--- src/rtl/wdt_params.svh ---
/*
  Constants of the software watchdog: register offsets, bit positions,
  reset values and cycle counts.
  Assumes inclusion by bare name from the package and the design file.
*/
`ifndef WDT_PARAMS_SVH
`define WDT_PARAMS_SVH

// ------------------------------------------------------------
// register map
// ------------------------------------------------------------
`define WDT_ADDR_W 4
`define WDT_OFS_EC0 4'h0
`define WDT_OFS_EC1 4'h1
`define WDT_OFS_PRIO 4'h2
`define WDT_OFS_REL 4'h3
`define WDT_OFS_CNTL 4'h4
`define WDT_OFS_CNTH 4'h5
`define WDT_OFS_STAT 4'h6
`define WDT_OFS_MASK 4'h7

// ------------------------------------------------------------
// fields and reset values
// ------------------------------------------------------------
`define WDT_CTRL_BIT 6
`define WDT_PSEL_BIT 7
`define WDT_RST_BYTE 8'h00
`define WDT_RST_CNT 16'h0000
`define WDT_TIMEOUT_VAL 16'h7CFF
`define WDT_IRQ_W 3
`define WDT_IRQ_TMO 0
`define WDT_IRQ_RFR 1
`define WDT_IRQ_LAPSE 2

// ------------------------------------------------------------
// timing counts in clock cycles, except WDT_PS16_LAST, which counts half-rate prescaler ticks
// ------------------------------------------------------------
`define WDT_FLAG_HOLD 4'hC
`define WDT_MC_LAST 4'hB
`define WDT_PS16_LAST 4'hF
`define WDT_FAST_PER 24
`define WDT_SLOW_PER 384

`endif

--- src/rtl/wdt_pkg.sv ---
/*
  Types of the software watchdog: register bus request and run state.
  Assumes wdt_params.svh is on the include path.
*/
`default_nettype none
`include "wdt_params.svh"

package wdt_pkg;

  typedef struct packed {
    logic [`WDT_ADDR_W-1:0] addr;
    logic [7:0] wdata;
    logic wr;
    logic rd;
  } bus_req_t;

  typedef enum logic [1:0] {
    ST_IDLE = 2'b00,
    ST_RUN = 2'b01
  } run_state_t;

endpackage

`default_nettype wire

--- src/rtl/software_watchdog_timer.sv ---
/*
  Software watchdog timer with its register port and interrupt.
  Assumes a single clock, an asynchronous active-low system reset, and a
  master that issues one-cycle read or write strobes.
*/
// Chosen here: the register offsets and the plain strobed port.
`timescale 1ns/10ps
`default_nettype none
`include "wdt_params.svh"

module software_watchdog_timer (
  input wire logic clock,
  input wire logic rst_n,
  input wire wdt_pkg::bus_req_t bus_req,
  output var logic [7:0] rdata,
  output var logic timeout_status,
  output var logic reset_request,
  output var logic irq
);

  // ------------------------------------------------------------
  // helpers
  // ------------------------------------------------------------
  function automatic logic wr_hit(input wdt_pkg::bus_req_t r,
                                  input logic [`WDT_ADDR_W-1:0] ofs);
    return r.wr && (r.addr == ofs);
  endfunction

  function automatic logic [3:0] hold_nxt(input logic set,
                                          input logic [3:0] cnt);
    logic [3:0] res;
    res = cnt;
    if (set) begin
      res = `WDT_FLAG_HOLD;
    end else if (cnt != 4'h0) begin
      res = cnt - 4'h1;
    end
    return res;
  endfunction

  // ------------------------------------------------------------
  // state
  // ------------------------------------------------------------
  wdt_pkg::run_state_t st_r, st_nxt;
  logic [7:0] ec0_r, ec1_r, prio_r, rel_r;
  logic [15:0] cnt_r, cnt_nxt;
  logic [3:0] arm_cnt_r, start_cnt_r;
  logic [3:0] mc_r, ps16_r;
  logic div2_r;
  logic tmo_r;
  logic [`WDT_IRQ_W-1:0] stat_r, stat_nxt, mask_r;
  logic irq_r;
  logic [7:0] rdata_r;

  // ------------------------------------------------------------
  // decode
  // ------------------------------------------------------------
  wire wr_ec0 = wr_hit(bus_req, `WDT_OFS_EC0);
  wire wr_ec1 = wr_hit(bus_req, `WDT_OFS_EC1);
  wire wr_prio = wr_hit(bus_req, `WDT_OFS_PRIO);
  wire wr_rel = wr_hit(bus_req, `WDT_OFS_REL);
  wire wr_mask = wr_hit(bus_req, `WDT_OFS_MASK);
  wire rd_stat = bus_req.rd && (bus_req.addr == `WDT_OFS_STAT);
  wire arm_r = ec0_r[`WDT_CTRL_BIT];
  wire start_r = ec1_r[`WDT_CTRL_BIT];
  wire arm_set = wr_ec0 && bus_req.wdata[`WDT_CTRL_BIT];
  wire start_set = wr_ec1 && bus_req.wdata[`WDT_CTRL_BIT];
  wire refresh = start_set && arm_r;
  wire arm_exp = arm_r && (arm_cnt_r == 4'h1) && !arm_set;
  wire start_exp = start_r && (start_cnt_r == 4'h1) && !start_set;
  wire lapse = arm_exp && !refresh;
  wire psel = rel_r[`WDT_PSEL_BIT];
  wire running = (st_r == wdt_pkg::ST_RUN);

  // ------------------------------------------------------------
  // prescalers
  // ------------------------------------------------------------
  wire mc_tick = (mc_r == `WDT_MC_LAST);
  wire half_tick = mc_tick && div2_r;
  wire slow_tick = half_tick && (ps16_r == `WDT_PS16_LAST);
  wire tick = psel ? slow_tick : half_tick;

  always_ff @(posedge clock or negedge rst_n) begin
    if (!rst_n) begin
      mc_r <= 4'h0;
      div2_r <= 1'b0;
      ps16_r <= 4'h0;
    end else if (running) begin
      mc_r <= mc_tick ? 4'h0 : mc_r + 4'h1;
      div2_r <= div2_r ^ mc_tick;
      ps16_r <= half_tick ? ps16_r + 4'h1 : ps16_r;
    end
  end

  // ------------------------------------------------------------
  // run state and counter
  // ------------------------------------------------------------
  always_comb begin
    st_nxt = st_r;
    unique case (st_r)
      wdt_pkg::ST_IDLE: begin
        if (start_set) begin
          st_nxt = wdt_pkg::ST_RUN;
        end
      end
      wdt_pkg::ST_RUN: begin
        st_nxt = wdt_pkg::ST_RUN;
      end
      default: begin
        st_nxt = wdt_pkg::ST_IDLE;
      end
    endcase
  end

  always_comb begin
    cnt_nxt = cnt_r;
    if (refresh) begin
      cnt_nxt = {1'b0, rel_r[6:0], 8'h00};
    end else if (running && tick) begin
      cnt_nxt = cnt_r + 16'h0001;
    end
  end

  wire tmo_nxt = (cnt_nxt == `WDT_TIMEOUT_VAL);

  always_ff @(posedge clock or negedge rst_n) begin
    if (!rst_n) begin
      st_r <= wdt_pkg::ST_IDLE;
      cnt_r <= `WDT_RST_CNT;
      tmo_r <= 1'b0;
    end else begin
      st_r <= st_nxt;
      cnt_r <= cnt_nxt;
      tmo_r <= tmo_nxt;
    end
  end

  // ------------------------------------------------------------
  // control registers
  // ------------------------------------------------------------
  wire arm_nxt = arm_set || (arm_r && !refresh && !arm_exp);
  wire start_nxt = start_set || (start_r && !start_exp);

  always_ff @(posedge clock or negedge rst_n) begin
    if (!rst_n) begin
      ec0_r <= `WDT_RST_BYTE;
      ec1_r <= `WDT_RST_BYTE;
      prio_r <= `WDT_RST_BYTE;
      rel_r <= `WDT_RST_BYTE;
      arm_cnt_r <= 4'h0;
      start_cnt_r <= 4'h0;
      mask_r <= '0;
    end else begin
      if (wr_ec0) begin
        ec0_r <= bus_req.wdata;
      end
      ec0_r[`WDT_CTRL_BIT] <= arm_nxt;
      if (wr_ec1) begin
        ec1_r <= bus_req.wdata;
      end
      ec1_r[`WDT_CTRL_BIT] <= start_nxt;
      if (wr_prio) begin
        prio_r <= bus_req.wdata;
      end
      if (wr_rel) begin
        rel_r <= bus_req.wdata;
      end
      if (wr_mask) begin
        mask_r <= bus_req.wdata[`WDT_IRQ_W-1:0];
      end
      arm_cnt_r <= refresh ? 4'h0 : hold_nxt(arm_set, arm_cnt_r);
      start_cnt_r <= hold_nxt(start_set, start_cnt_r);
    end
  end

  // ------------------------------------------------------------
  // interrupt status, read clears, set wins
  // ------------------------------------------------------------
  wire [`WDT_IRQ_W-1:0] ev;
  assign ev[`WDT_IRQ_TMO] = tmo_nxt && !tmo_r;
  assign ev[`WDT_IRQ_RFR] = refresh;
  assign ev[`WDT_IRQ_LAPSE] = lapse;

  always_comb begin
    stat_nxt = (rd_stat ? '0 : stat_r) | ev;
  end

  always_ff @(posedge clock or negedge rst_n) begin
    if (!rst_n) begin
      stat_r <= '0;
      irq_r <= 1'b0;
    end else begin
      stat_r <= stat_nxt;
      irq_r <= |(stat_nxt & mask_r);
    end
  end

  // ------------------------------------------------------------
  // read port
  // ------------------------------------------------------------
  logic [7:0] prio_view, rd_mux;

  always_comb begin
    prio_view = prio_r;
    prio_view[`WDT_CTRL_BIT] = tmo_r;
    unique case (bus_req.addr)
      `WDT_OFS_EC0: rd_mux = ec0_r;
      `WDT_OFS_EC1: rd_mux = ec1_r;
      `WDT_OFS_PRIO: rd_mux = prio_view;
      `WDT_OFS_REL: rd_mux = rel_r;
      `WDT_OFS_CNTL: rd_mux = cnt_r[7:0];
      `WDT_OFS_CNTH: rd_mux = cnt_r[15:8];
      `WDT_OFS_STAT: rd_mux = {5'h00, stat_r};
      `WDT_OFS_MASK: rd_mux = {5'h00, mask_r};
      default: rd_mux = 8'h00;
    endcase
  end

  always_ff @(posedge clock or negedge rst_n) begin
    if (!rst_n) begin
      rdata_r <= 8'h00;
    end else begin
      rdata_r <= bus_req.rd ? rd_mux : 8'h00;
    end
  end

  assign rdata = rdata_r;
  assign timeout_status = tmo_r;
  assign reset_request = tmo_r;
  assign irq = irq_r;

  logic [8:0] gap_r;
  logic gap_ok_r;
  logic psel_q;

  always_ff @(posedge clock or negedge rst_n) begin
    if (!rst_n) begin
      gap_r <= 9'h000;
      gap_ok_r <= 1'b0;
      psel_q <= 1'b0;
    end else begin
      psel_q <= psel;
      gap_r <= (running && tick) ? 9'h000 : gap_r + 9'h001;
      if (psel != psel_q) begin
        gap_ok_r <= 1'b0;
      end else if (running && tick) begin
        gap_ok_r <= 1'b1;
      end
    end
  end
endmodule

`default_nettype wire

--- config.mk ---
export PLATFORM = sky130hd
export DESIGN_NAME = software_watchdog_timer
export DESIGN_NICKNAME = d
export VERILOG_FILES = /design/src/rtl/wdt_pkg.sv /design/src/rtl/software_watchdog_timer.sv
export VERILOG_INCLUDE_DIRS = /design/src /design/src/rtl
export SDC_FILE = /design/constraint.sdc
export NUM_CORES = 1
export LEC_CHECK = 0
export ABC_AREA = 0
export ABC_CLOCK_PERIOD_IN_PS = 3500
export BUFFER_PORTS_ARGS = -buffer_cell sky130_fd_sc_hd__buf_2
export CAP_MARGIN = 20
export CORE_MARGIN = 8
export CORE_UTILIZATION = 55
export DETAILED_ROUTE_END_ITERATION = 7
export PLACE_DENSITY = 0.79
export SKIP_CTS_REPAIR_TIMING = 1
export SLEW_MARGIN = 30
export SYNTH_ARGS = -nofsm -noshare
export SYNTH_HDL_FRONTEND = slang
export SYNTH_SLANG_ARGS = --single-unit
export TNS_END_PERCENT = 100
--- constraint.sdc ---
create_clock -name clock -period 3.5 [get_ports clock]
set_input_delay 0.35 -clock clock [delete_from_list [all_inputs] [get_ports clock]]
set_output_delay 0.35 -clock clock [all_outputs]
set_load 0.005 [all_outputs]
==> qor.yml, run 1 <==
synth:
  synth-simple-area-share_pct: 16.2
  synthAdderAreaFrac_pct: 2.96
  yosysSeqAreaShare_pct: 47.9
  synth_compound_area_share_pct: 10.2
  ys_async_sr_fraction_pct: 100
  syn_area_sq_um: 4230
  synthCells: 376
  synth_top_area_share_pct: 47.9
  netlist-cell-type-count: 58
  synthMuxAreaShare_pct: 17.1
  yosysWarnings: 0
  synth_nets: 402
  synth_ff_type: "dfrtp_1"
  synth_top_cell_by_area: "dfrtp_1"
  synth_edf_count: 0
  synth_area_leaders: "dfrtp_1 48%, mux2_2 13%, ha_1 3.0%"
  postSynthAreaPerCell_sq_um: 11.2
  synthXorXnorAreaFrac_pct: 2.69
  yosys_register_bits: 81
  synth_top_family_by_area: "multiplexers"
pwr:
  p_comb_share_pct: 29.7
  netSwitchingFraction_pct: 35.0
  p_clk_share_pct: 20.4
  p_sw_mw: 1.05
  p_per_area_nw_per_um2: 652
  report.power.total_mw: 3.00
  power_frac_seq_pct: 49.9
  ir_drop_uv: 405
  power.internal_mw: 1.95
  p_leak_nw: 2.03
place:
  dpl_cell_area_sq_um: 4420
  place.detailed.hpwl_um: 6680
  dp.cells: 490
  io_buffers: 26
  globalplace.congestion: 0.954
worst_setup_path:
  reg2reg_depth: 10
  crit_type: "reg -> reg"
  cp.arrival_ns: 3.07
  r2r_end: "stat_r[0]"
  startpoint: "mc_r[0]"
  crit_fanout: 5
  cp.required_ns: 3.74
  end_kind: "register"
  cp-start-kind: "register"
  timing.rr.start: "mc_r[0]"
  reg2reg_slack_ns: 0.68
clock_tree:
  htreeDepth: 3
  clock_path_buffers: 2
  cts_tree: "yes"
  root_buffer: "clkbuf_8"
  path_clk_slew_ns: 0.08
  cts_buffers: 9
  cts.sinks: 81
  clk_latency_ns: 0.34
layout:
  fin_nets: 425
  diodes: 0
  layout.cells.most_common_list: "81 x dfrtp_1, 47 x mux2_2, 32 x nor2_1"
  final_cells: 506
  fill_cells: 621
  final_common_cell: "dfrtp_1"
  stdcell_area_sq_um: 4610
  drive_gt1_share_pct: 28.2
  area_delta_synth_final_pct: 8.93
sta:
  finClkSkew_ns: 0.0105
  worst_pin_slew_ns: 0.702
  period_share_pct: 80.7
  rsz0062_at_grt: "false"
  fin_tns_setup_ns: 0
  hold_ws_ns: 0.0270
  relSlewSlack_pct: 53.2
  timing.fmax_mhz: 354
  period_needed_ns: 2.82
  drv_slew: 0
  hold_viol: 0
  finalSetupViolCount: 0
floorplanning:
  start_util_pct: 55.6
  io_pins: 27
  die_y_um: 104
  num_rows: 32
  die_x_um: 104
  core_area_sq_um: 7610
  die-area_sq_um: 10800
routing:
  wirelength_um: 9220
  drcViolationCount: 0
  viasPerCell: 6.00
  postRouteAntennaNets: 0
  wl_per_cell_um: 18.2
  first_pass_iters: 5
  vias: 3036
  drtIter0Drc: 264
job:
  drv_cap: 0
grt:
  grt_max_degree: 82
  grt_pass1_wl_um: 15400
  gr-total-overflow: 0
  grt_pass1_vias: 2978
  antenna_found_initial: 0
  grt_use_total_pct: 17.6
min_path:
  hold_path_class: "in -> async"
run_status:
  status: "finished clean"
[cell families (layout without fill, tap and decap cells)]
family | after synthesis | count (layout)
simple gates | 124 | 124
flops | 81 | 81
compound gates | 61 | 61
mux | 60 | 60
buf+inv | 27 | 55
xor+xnor | 13 | 13
fa+ha+maj | 10 | 10
[worst max-delay path: stages, from the launching register on]
cell and delay (ns):
dfrtp_1 0.40, ha_1 0.20, nand2_1 0.06, nor2_1 0.12, ha_1 0.25, nand4_1 0.20
a211o_1 0.33, or4_4 0.54, a31oi_4 0.20, nand4b_2 0.14, o31ai_1 0.27
[per-stage QoR]
stage | util (%) | setup WS, ns
6_report | 60.6 | 0.676
5_1_grt | 60.6 | 0.442
4_1_cts | 60.5 | 0.657
3_5_place_dp | 58.1 | 0.650
3_3_place_gp | 58.1 | 0.780
2_1_floorplan | - | 0.933
[worst max-delay path by stage]
stage | to | slack, ns | cells after the start
floorplan | irq | 0.93 | 10
global placement | irq | 0.78 | 10
detailed placement | stat_r[0] | 0.65 | 10
CTS | stat_r[0] | 0.66 | 10
global route | stat_r[0] | 0.44 | 10
finish | stat_r[0] | 0.68 | 10
[sequential cells by signal (all words and copies together) (netlist names)]
name / flops
cnt_r: 16
ec0_r: 8
ec1_r: 8
rdata: 8
rel_r: 8
prio_r: 7
arm_cnt_r: 4
mc_r: 4
ps16_r: 4
start_cnt_r: 4
mask_r: 3
stat_r: 3
div2_r: 1
irq: 1
reset_request: 1
st_r: 1
[routing by layer]
metal	up-vias	global-route usage (%)	wire length, um
li1	1402	-	-
met1	1485	24.0	4120
met2	133	26.1	4250
met4	0	7.14	155
met3	16	4.71	697
met5	-	0	0
[power by group through the flow]
stage	Clock, mW	Combinational [mW]	Sequential [mW]
2_1_floorplan	0	0.740	1.38
3_5_place_dp	0	0.890	1.50
4_1_cts	0.629	0.897	1.49
5_1_grt	0.671	1.00	1.53
6_report	0.612	0.893	1.50
3_3_place_gp	0	0.838	1.49
[cell type report]
| class | count | area [sq um] | area share [%] |
|---|---|---|---|
| timing repair buffer | 29 | 159 | 3.45 |
| inverter | 10 | 37.5 | 0.815 |
| multi-input combinational | 268 | 2070 | 45.0 |
| sequential | 81 | 2030 | 44.0 |
| clock buffer | 11 | 151 | 3.29 |
| clock inverter | 5 | 30.0 | 0.652 |
| tap | 102 | 128 | 2.77 |
[synthesized netlist by cell type, drive strengths merged (2+ instances only)]
cell and number:
nor3b 2, nor4b 3, nor3 5, or2 6
inv 10, and3 2, o22a 4, buf 9
o211ai 3, nand3 15, nand2b 6, xnor2 8
mux2i 8, nand3b 5, nor2b 2, xor2 5
nand4b 2, nand2 31, o21ai 12, a31oi 4
mux2 47, a211oi 6, dfrtp 81, mux4 5
or4 3, a22oi 7, a2111oi 2, ha 10
a211o 2, nand4 5, a21o 2, a21oi 12
clkbuf 8, nor2 32, or3 3, o31ai 3
Power figures use the tool's default switching activity.
==> inputs of run 2 (changes only) <==
- ABC_CLOCK_PERIOD_IN_PS: 3500 -> 2300
- PLACE_DENSITY: 0.79 -> 0.82
- clock period: 3.5 -> 2.3 ns (I/O delays scaled with it)
==> run 2 against run 1 <==
  * The run now ends with negative setup slack left
  * Non-clock buffer count increased by 33
  * Critical path type unchanged
  * Largest power group unchanged
  * Routed wire length increased by 14%
  * Critical endpoint is now irq
  * Global-route usage increased by 2.4 points
  * First-iteration DRC count decreased by 7.6%
  * Clock skew increased by 0.0047 ns
  * Clock-buffer cell count decreased by 2
  * Critical path depth unchanged
==> qor.yml, run 2 (synthesis gave the netlist of run 1 again) <==
pwr:
  netSwitchingFraction_pct: 34.4  # -0.69 points
  p_per_area_nw_per_um2: 1030  # +58%
  p_comb_share_pct: 33.1  # +3.4 points
  p_sw_mw: 1.79  # +70%
  report.power.total_mw: 5.20  # +73%
  p_clk_share_pct: 24.3  # +3.9 points
  p_leak_nw: 2.24  # +10%
  power.internal_mw: 3.41  # +75%
  ir_drop_uv: 538  # +33%
  power_frac_seq_pct: 42.6  # -7.3 points
place:
  dpl_cell_area_sq_um: 4700  # +6.2%
  io_buffers: 26  # unchanged
  place_ws_ns: -0.232  # -0.883 ns
  place.detailed.hpwl_um: 7480  # +12%
  dp.cells: 521  # +6.3%
  globalplace.congestion: 0.881  # -7.7%
routing:
  viasPerCell: 6.03  # +0.43%
  vias: 3242  # +6.8%
  wirelength_um: 10500  # +14%
  first_pass_iters: 5  # unchanged
  drtIter0Drc: 244  # -7.6%
  wl_per_cell_um: 19.5  # +7.0%
  drcViolationCount: 0  # unchanged
  postRouteAntennaNets: 0  # unchanged
layout:
  stdcell_area_sq_um: 5030  # +9.3%
  layout.cells.most_common_list: "81 x dfrtp_1, 47 x mux2_2, 35 x buf_4"
  largest_reg_flops: 16  # unchanged
  final_common_cell: "dfrtp_1"
  regMostFlops: "cnt_r"
  final_cells: 538  # +6.3%
  fill_cells: 565  # -9.0%
  fin_nets: 458  # +7.8%
  area_delta_synth_final_pct: 19.1
  drive_gt1_share_pct: 36.5  # +8.3 points
  diodes: 0  # unchanged
sta:
  timing.fmax_mhz: 395  # +11%
  period_needed_ns: 2.53  # -0.290 ns
  finalSetupViolCount: 3  # +3
  rsz0062_at_grt: "true"
  worst_pin_slew_ns: 0.474  # -0.228 ns
  relSlewSlack_pct: 68.0  # +15 points
  finClkSkew_ns: 0.0152  # +0.00468 ns
  hold_viol: 0  # unchanged
  period_share_pct: 110  # +29 points
  drv_slew: 0  # unchanged
  worst_slack_ns: -0.233  # -0.910 ns
  fin_tns_setup_ns: -0.525  # -0.525 ns
worst_setup_path:
  slowest_delay_ns: 0.42  # -0.12 ns
  cpMaxStageDelayCell: "or3_1"
  path_cells: "ha_2 > nand2_2 > nor2_4 > ha_4 > nand4_1 > a211o_1 > or3_1 > a31oi_4 > nand3_1 > o31ai_4"
  cp.arrival_ns: 2.81  # -0.26 ns
  crit_type: "reg -> reg"
  reg2reg_slack_ns: -0.23  # -0.91 ns
  end_kind: "register"
  crit_fanout: 6  # +1
  r2r_end: "irq"
  reg2reg_depth: 10  # unchanged
  cp-start-kind: "register"
  cp.required_ns: 2.58  # -1.16 ns
  timing.rr.start: "mc_r[0]"
floorplanning:
  start_util_pct: 55.6  # unchanged
  die_y_um: 104  # unchanged
  num_rows: 32  # unchanged
  io_pins: 27  # unchanged
  die-area_sq_um: 10800  # unchanged
  core_area_sq_um: 7610  # unchanged
  die_x_um: 104  # unchanged
clock_tree:
  clock_path_buffers: 2  # unchanged
  htreeDepth: 3  # unchanged
  cts.sinks: 81  # unchanged
  path_clk_slew_ns: 0.09  # about the same
  clk_latency_ns: 0.37  # +0.03 ns
  cts_buffers: 9  # unchanged
  cts_tree: "yes"
  root_buffer: "clkbuf_8"
job:
  drv_cap: 0  # unchanged
min_path:
  min_from: "bus_req[5]"
  hold_end: "rel_r[3]"
  min_path_cells: 2
  hold_path_class: "in -> reg"
grt:
  antenna_found_initial: 0  # unchanged
  grt_use_total_pct: 20.0  # +2.4 points
  grt_pass1_vias: 3378  # +13%
  gr-total-overflow: 0  # unchanged
  grt_max_degree: 53  # -35%
  grt_pass1_wl_um: 17200  # +12%
run_status:
  failed_checks: "negative setup slack"
  status: "finished with violations"
run 2: worst max path at each step:
stage | startpoint | to | slack, ns | depth (start not counted)
2_1_floorplan | mc_r[0] | stat_r[0] | -0.12 | 10
3_3_place_gp | mc_r[1] | irq | -0.13 | 11
3_5_place_dp | mc_r[0] | stat_r[0] | -0.23 | 10
4_1_cts | mc_r[0] | irq | -0.28 | 10
5_1_grt | mc_r[0] | irq | -0.36 | 10
6_report | mc_r[0] | irq | -0.23 | 10
run 2: layer usage:
metal	track usage [%]	vias up	wire [um]
li1	-	1475	-
met1	25.5	1620	4480
met2	31.3	127	4980
met3	5.20	20	776
met4	8.89	0	250
met5	0	-	0
run 2: power by group through the flow:
stage / combinational, mW / sequential (mW) / clock, mW
6_report: 1.72 / 2.22 / 1.26
5_1_grt: 1.91 / 2.26 / 1.34
4_1_cts: 1.66 / 2.19 / 1.28
3_5_place_dp: 1.63 / 2.22 / 0
3_3_place_gp: 1.56 / 2.19 / 0
2_1_floorplan: 1.15 / 2.11 / 0
run 2: per-stage QoR:
stage,hold WS [ns],util [%]
floorplan,-0.0656,-
global placement,0.186,61.7
detailed placement,0.191,61.7
CTS,-0.202,64.9
global route,0.145,66.2
finish,0.146,66.2
run 2: critical path: cells and delay by family, from the launching register on:
| kind | cells | cell delay (ns) |
|---|---|---|
| and+or+nand+nor | 5 | 0.88 |
| AOI/OAI and AO/OA | 3 | 0.86 |
| DFF | 1 | 0.36 |
| adders and majority gates | 2 | 0.34 |
run 2: layout make-up:
| type | count | area [sq um] | area share, % |
|---|---|---|---|
| inverters | 10 | 37.5 | 0.746 |
| clock buffers | 9 | 124 | 2.46 |
| flip-flops and latches | 81 | 2030 | 40.3 |
| multi-input cells | 268 | 2190 | 43.4 |
| repair buffers | 62 | 418 | 8.30 |
| well taps | 102 | 128 | 2.53 |
| clock inverters | 6 | 115 | 2.29 |
==> inputs of run 3 (changes only) <==
- ABC_CLOCK_PERIOD_IN_PS: 2300 -> 2420
- CORE_MARGIN: 8 -> unset
- PLACE_DENSITY: 0.82 -> 0.79
- clock period: 2.3 -> 2.42 ns (I/O delays scaled with it)
==> run 3 against run 2 <==
  * The flow still finishes with violations (negative setup slack)
  * Highest routed layer unchanged
  * Sequential power down 4%
  * Clock skew rose by 0.0014 ns
  * Utilization down 0.13 points
  * Non-clock buffer count shrank 12
  * Critical endpoint is now stat_r[0]
  * Sequential cell count stayed put
==> qor.yml, run 3 (synthesis gave the netlist of run 1 again) <==
run_status:
  status: "finished with violations"
  failed_checks: "negative setup slack"
grt:
  grt_pass1_wl_um: 15100  # -12%
  grt_use_total_pct: 26.2  # +6.2 points
  antenna_found_initial: 0  # unchanged
  grt_max_degree: 82  # +55%
  gr-total-overflow: 0  # unchanged
  grt_pass1_vias: 2944  # -13%
worst_setup_path:
  cpMaxStageDelayCell: "or4_4"
  path_cells: "ha_2 > nand2_1 > nor2_2 > ha_2 > nand4_1 > a211o_1 > or4_4 > a31oi_4 > nand4b_4 > o31ai_1"
  cp.required_ns: 2.70  # +0.12 ns
  crit_path_frequent_cell: "ha_2"
  end_kind: "register"
  crit_type: "reg -> reg"
  cp-start-kind: "register"
  crit_fanout: 4  # -2
  slowest_delay_ns: 0.44  # +0.02 ns
  cp.arrival_ns: 2.79  # -0.02 ns
floorplanning:
  die-area_sq_um: 8040  # -25%
  die_x_um: 89.7  # -14%
  die_y_um: 89.7  # -14%
  start_util_pct: 57.7  # +2.1 points
  core_area_sq_um: 7330  # -3.6%
  num_rows: 31  # -3.1%
  io_pins: 27  # unchanged
job:
  drv_cap: 0  # unchanged
clock_tree:
  htreeDepth: 3  # unchanged
  cts_tree: "yes"
  root_buffer: "clkbuf_8"
  path_clk_slew_ns: 0.09  # about the same
  clock_path_buffers: 2  # unchanged
  clk_latency_ns: 0.38  # about the same
  cts.sinks: 81  # unchanged
  cts_buffers: 9  # unchanged
layout:
  drive_gt1_share_pct: 32.9  # -3.5 points
  fill_cells: 580  # +2.7%
  regMostFlops: "cnt_r"
  fin_nets: 446  # -2.6%
  fin_util_pct: 66.1  # -0.13 points
  layout.cells.most_common_list: "81 x dfrtp_1, 47 x mux2_2, 31 x nor2_1"
  largest_reg_flops: 16  # unchanged
  final_common_cell: "dfrtp_1"
  diodes: 0  # unchanged
  stdcell_area_sq_um: 4840  # -3.8%
  area_delta_synth_final_pct: 14.5
routing:
  drcViolationCount: 0  # unchanged
  drtIter0Drc: 238  # -2.5%
  viasPerCell: 5.85  # -3.0%
  postRouteAntennaNets: 0  # unchanged
  wirelength_um: 9560  # -8.9%
  first_pass_iters: 4  # -1
  wl_per_cell_um: 18.2  # -6.4%
  vias: 3063  # -5.5%
sta:
  timing.fmax_mhz: 398  # +0.90%
  finalSetupViolCount: 3  # unchanged
  worst_slack_ns: -0.0908  # +0.143 ns
  period_share_pct: 104  # -6.4 points
  worst_pin_slew_ns: 0.529  # +0.0549 ns
  hold_viol: 0  # unchanged
  relSlewSlack_pct: 64.7  # -3.3 points
  rsz0062_at_grt: "true"
  period_needed_ns: 2.51  # -0.0226 ns
  finClkSkew_ns: 0.0166  # +0.00139 ns
  drv_slew: 0  # unchanged
  fin_tns_setup_ns: -0.213  # +0.312 ns
place:
  dpl_cell_area_sq_um: 4600  # -2.0%
  globalplace.congestion: 0.980  # +11%
  io_buffers: 26  # unchanged
  place.detailed.hpwl_um: 6930  # -7.4%
min_path:
  hold_path_class: "in -> reg"
pwr:
  ir_drop_uv: 562  # +4.4%
  p_per_area_nw_per_um2: 949  # -8.1%
  report.power.total_mw: 4.59  # -12%
  p_leak_nw: 2.16  # -3.7%
[run 3: path summary, 6_finish.rpt]
path                       depth (start not counted)  startpoint   endpoint  slack [ns]
min in group asynchronous                          3       rst_n  ps16_r[1]        0.44
min reg2reg                                        2    rel_r[5]  cnt_r[13]        0.51
min                                                2  bus_req[7]   ec1_r[5]        0.15
max reg2reg                                       10     mc_r[0]  stat_r[0]       -0.09
max in group asynchronous                          3       rst_n   ec0_r[5]        1.66
max                                               10     mc_r[0]  stat_r[0]       -0.09
[run 3: final cells by class]
| class | count | area (sq um) | share of cell area (%) |
|---|---|---|---|
| sequential | 81 | 2030 | 41.9 |
| timing repair buffer | 50 | 328 | 6.77 |
| tap | 99 | 124 | 2.56 |
| clock buffer | 10 | 138 | 2.84 |
| clock inverter | 6 | 72.6 | 1.50 |
| inverter | 10 | 37.5 | 0.775 |
| multi-input combinational | 268 | 2120 | 43.7 |
[run 3: worst max-delay path, delay by kind of cell, from the launching register on]
kind | cells | cell delay, ns
adder cells (fa/ha/maj) | 2 | 0.40
flip-flops | 1 | 0.36
AO/OA/AOI/OAI | 3 | 0.75
AND/OR/NAND/NOR | 5 | 0.94
[run 3: per-stage QoR]
step	std cells	setup WS, ns	hold WS (ns)
after global placement	506	-0.0392	0.301
after floorplan	376	-0.00425	-0.0536
final	524	-0.0908	0.147
after detailed placement	506	-0.125	0.306
after CTS	522	-0.131	-0.0976
after global routing	524	-0.189	0.139
[run 3: per-layer routing]
metal	GRT usage, %	vias to the layer above	part of all wire [%]
li1	-	1456	-
met3	6.22	19	6.7
met4	11.1	0	2.0
met2	38.8	84	45
met5	0	-	0
met1	36.9	1504	46
[run 3: power by group]
part / internal (mW) / total (mW) / switching [mW]
sequential: 1.74 / 2.14 / 0.409
combinational: 0.732 / 1.41 / 0.674
clock: 0.515 / 1.04 / 0.529
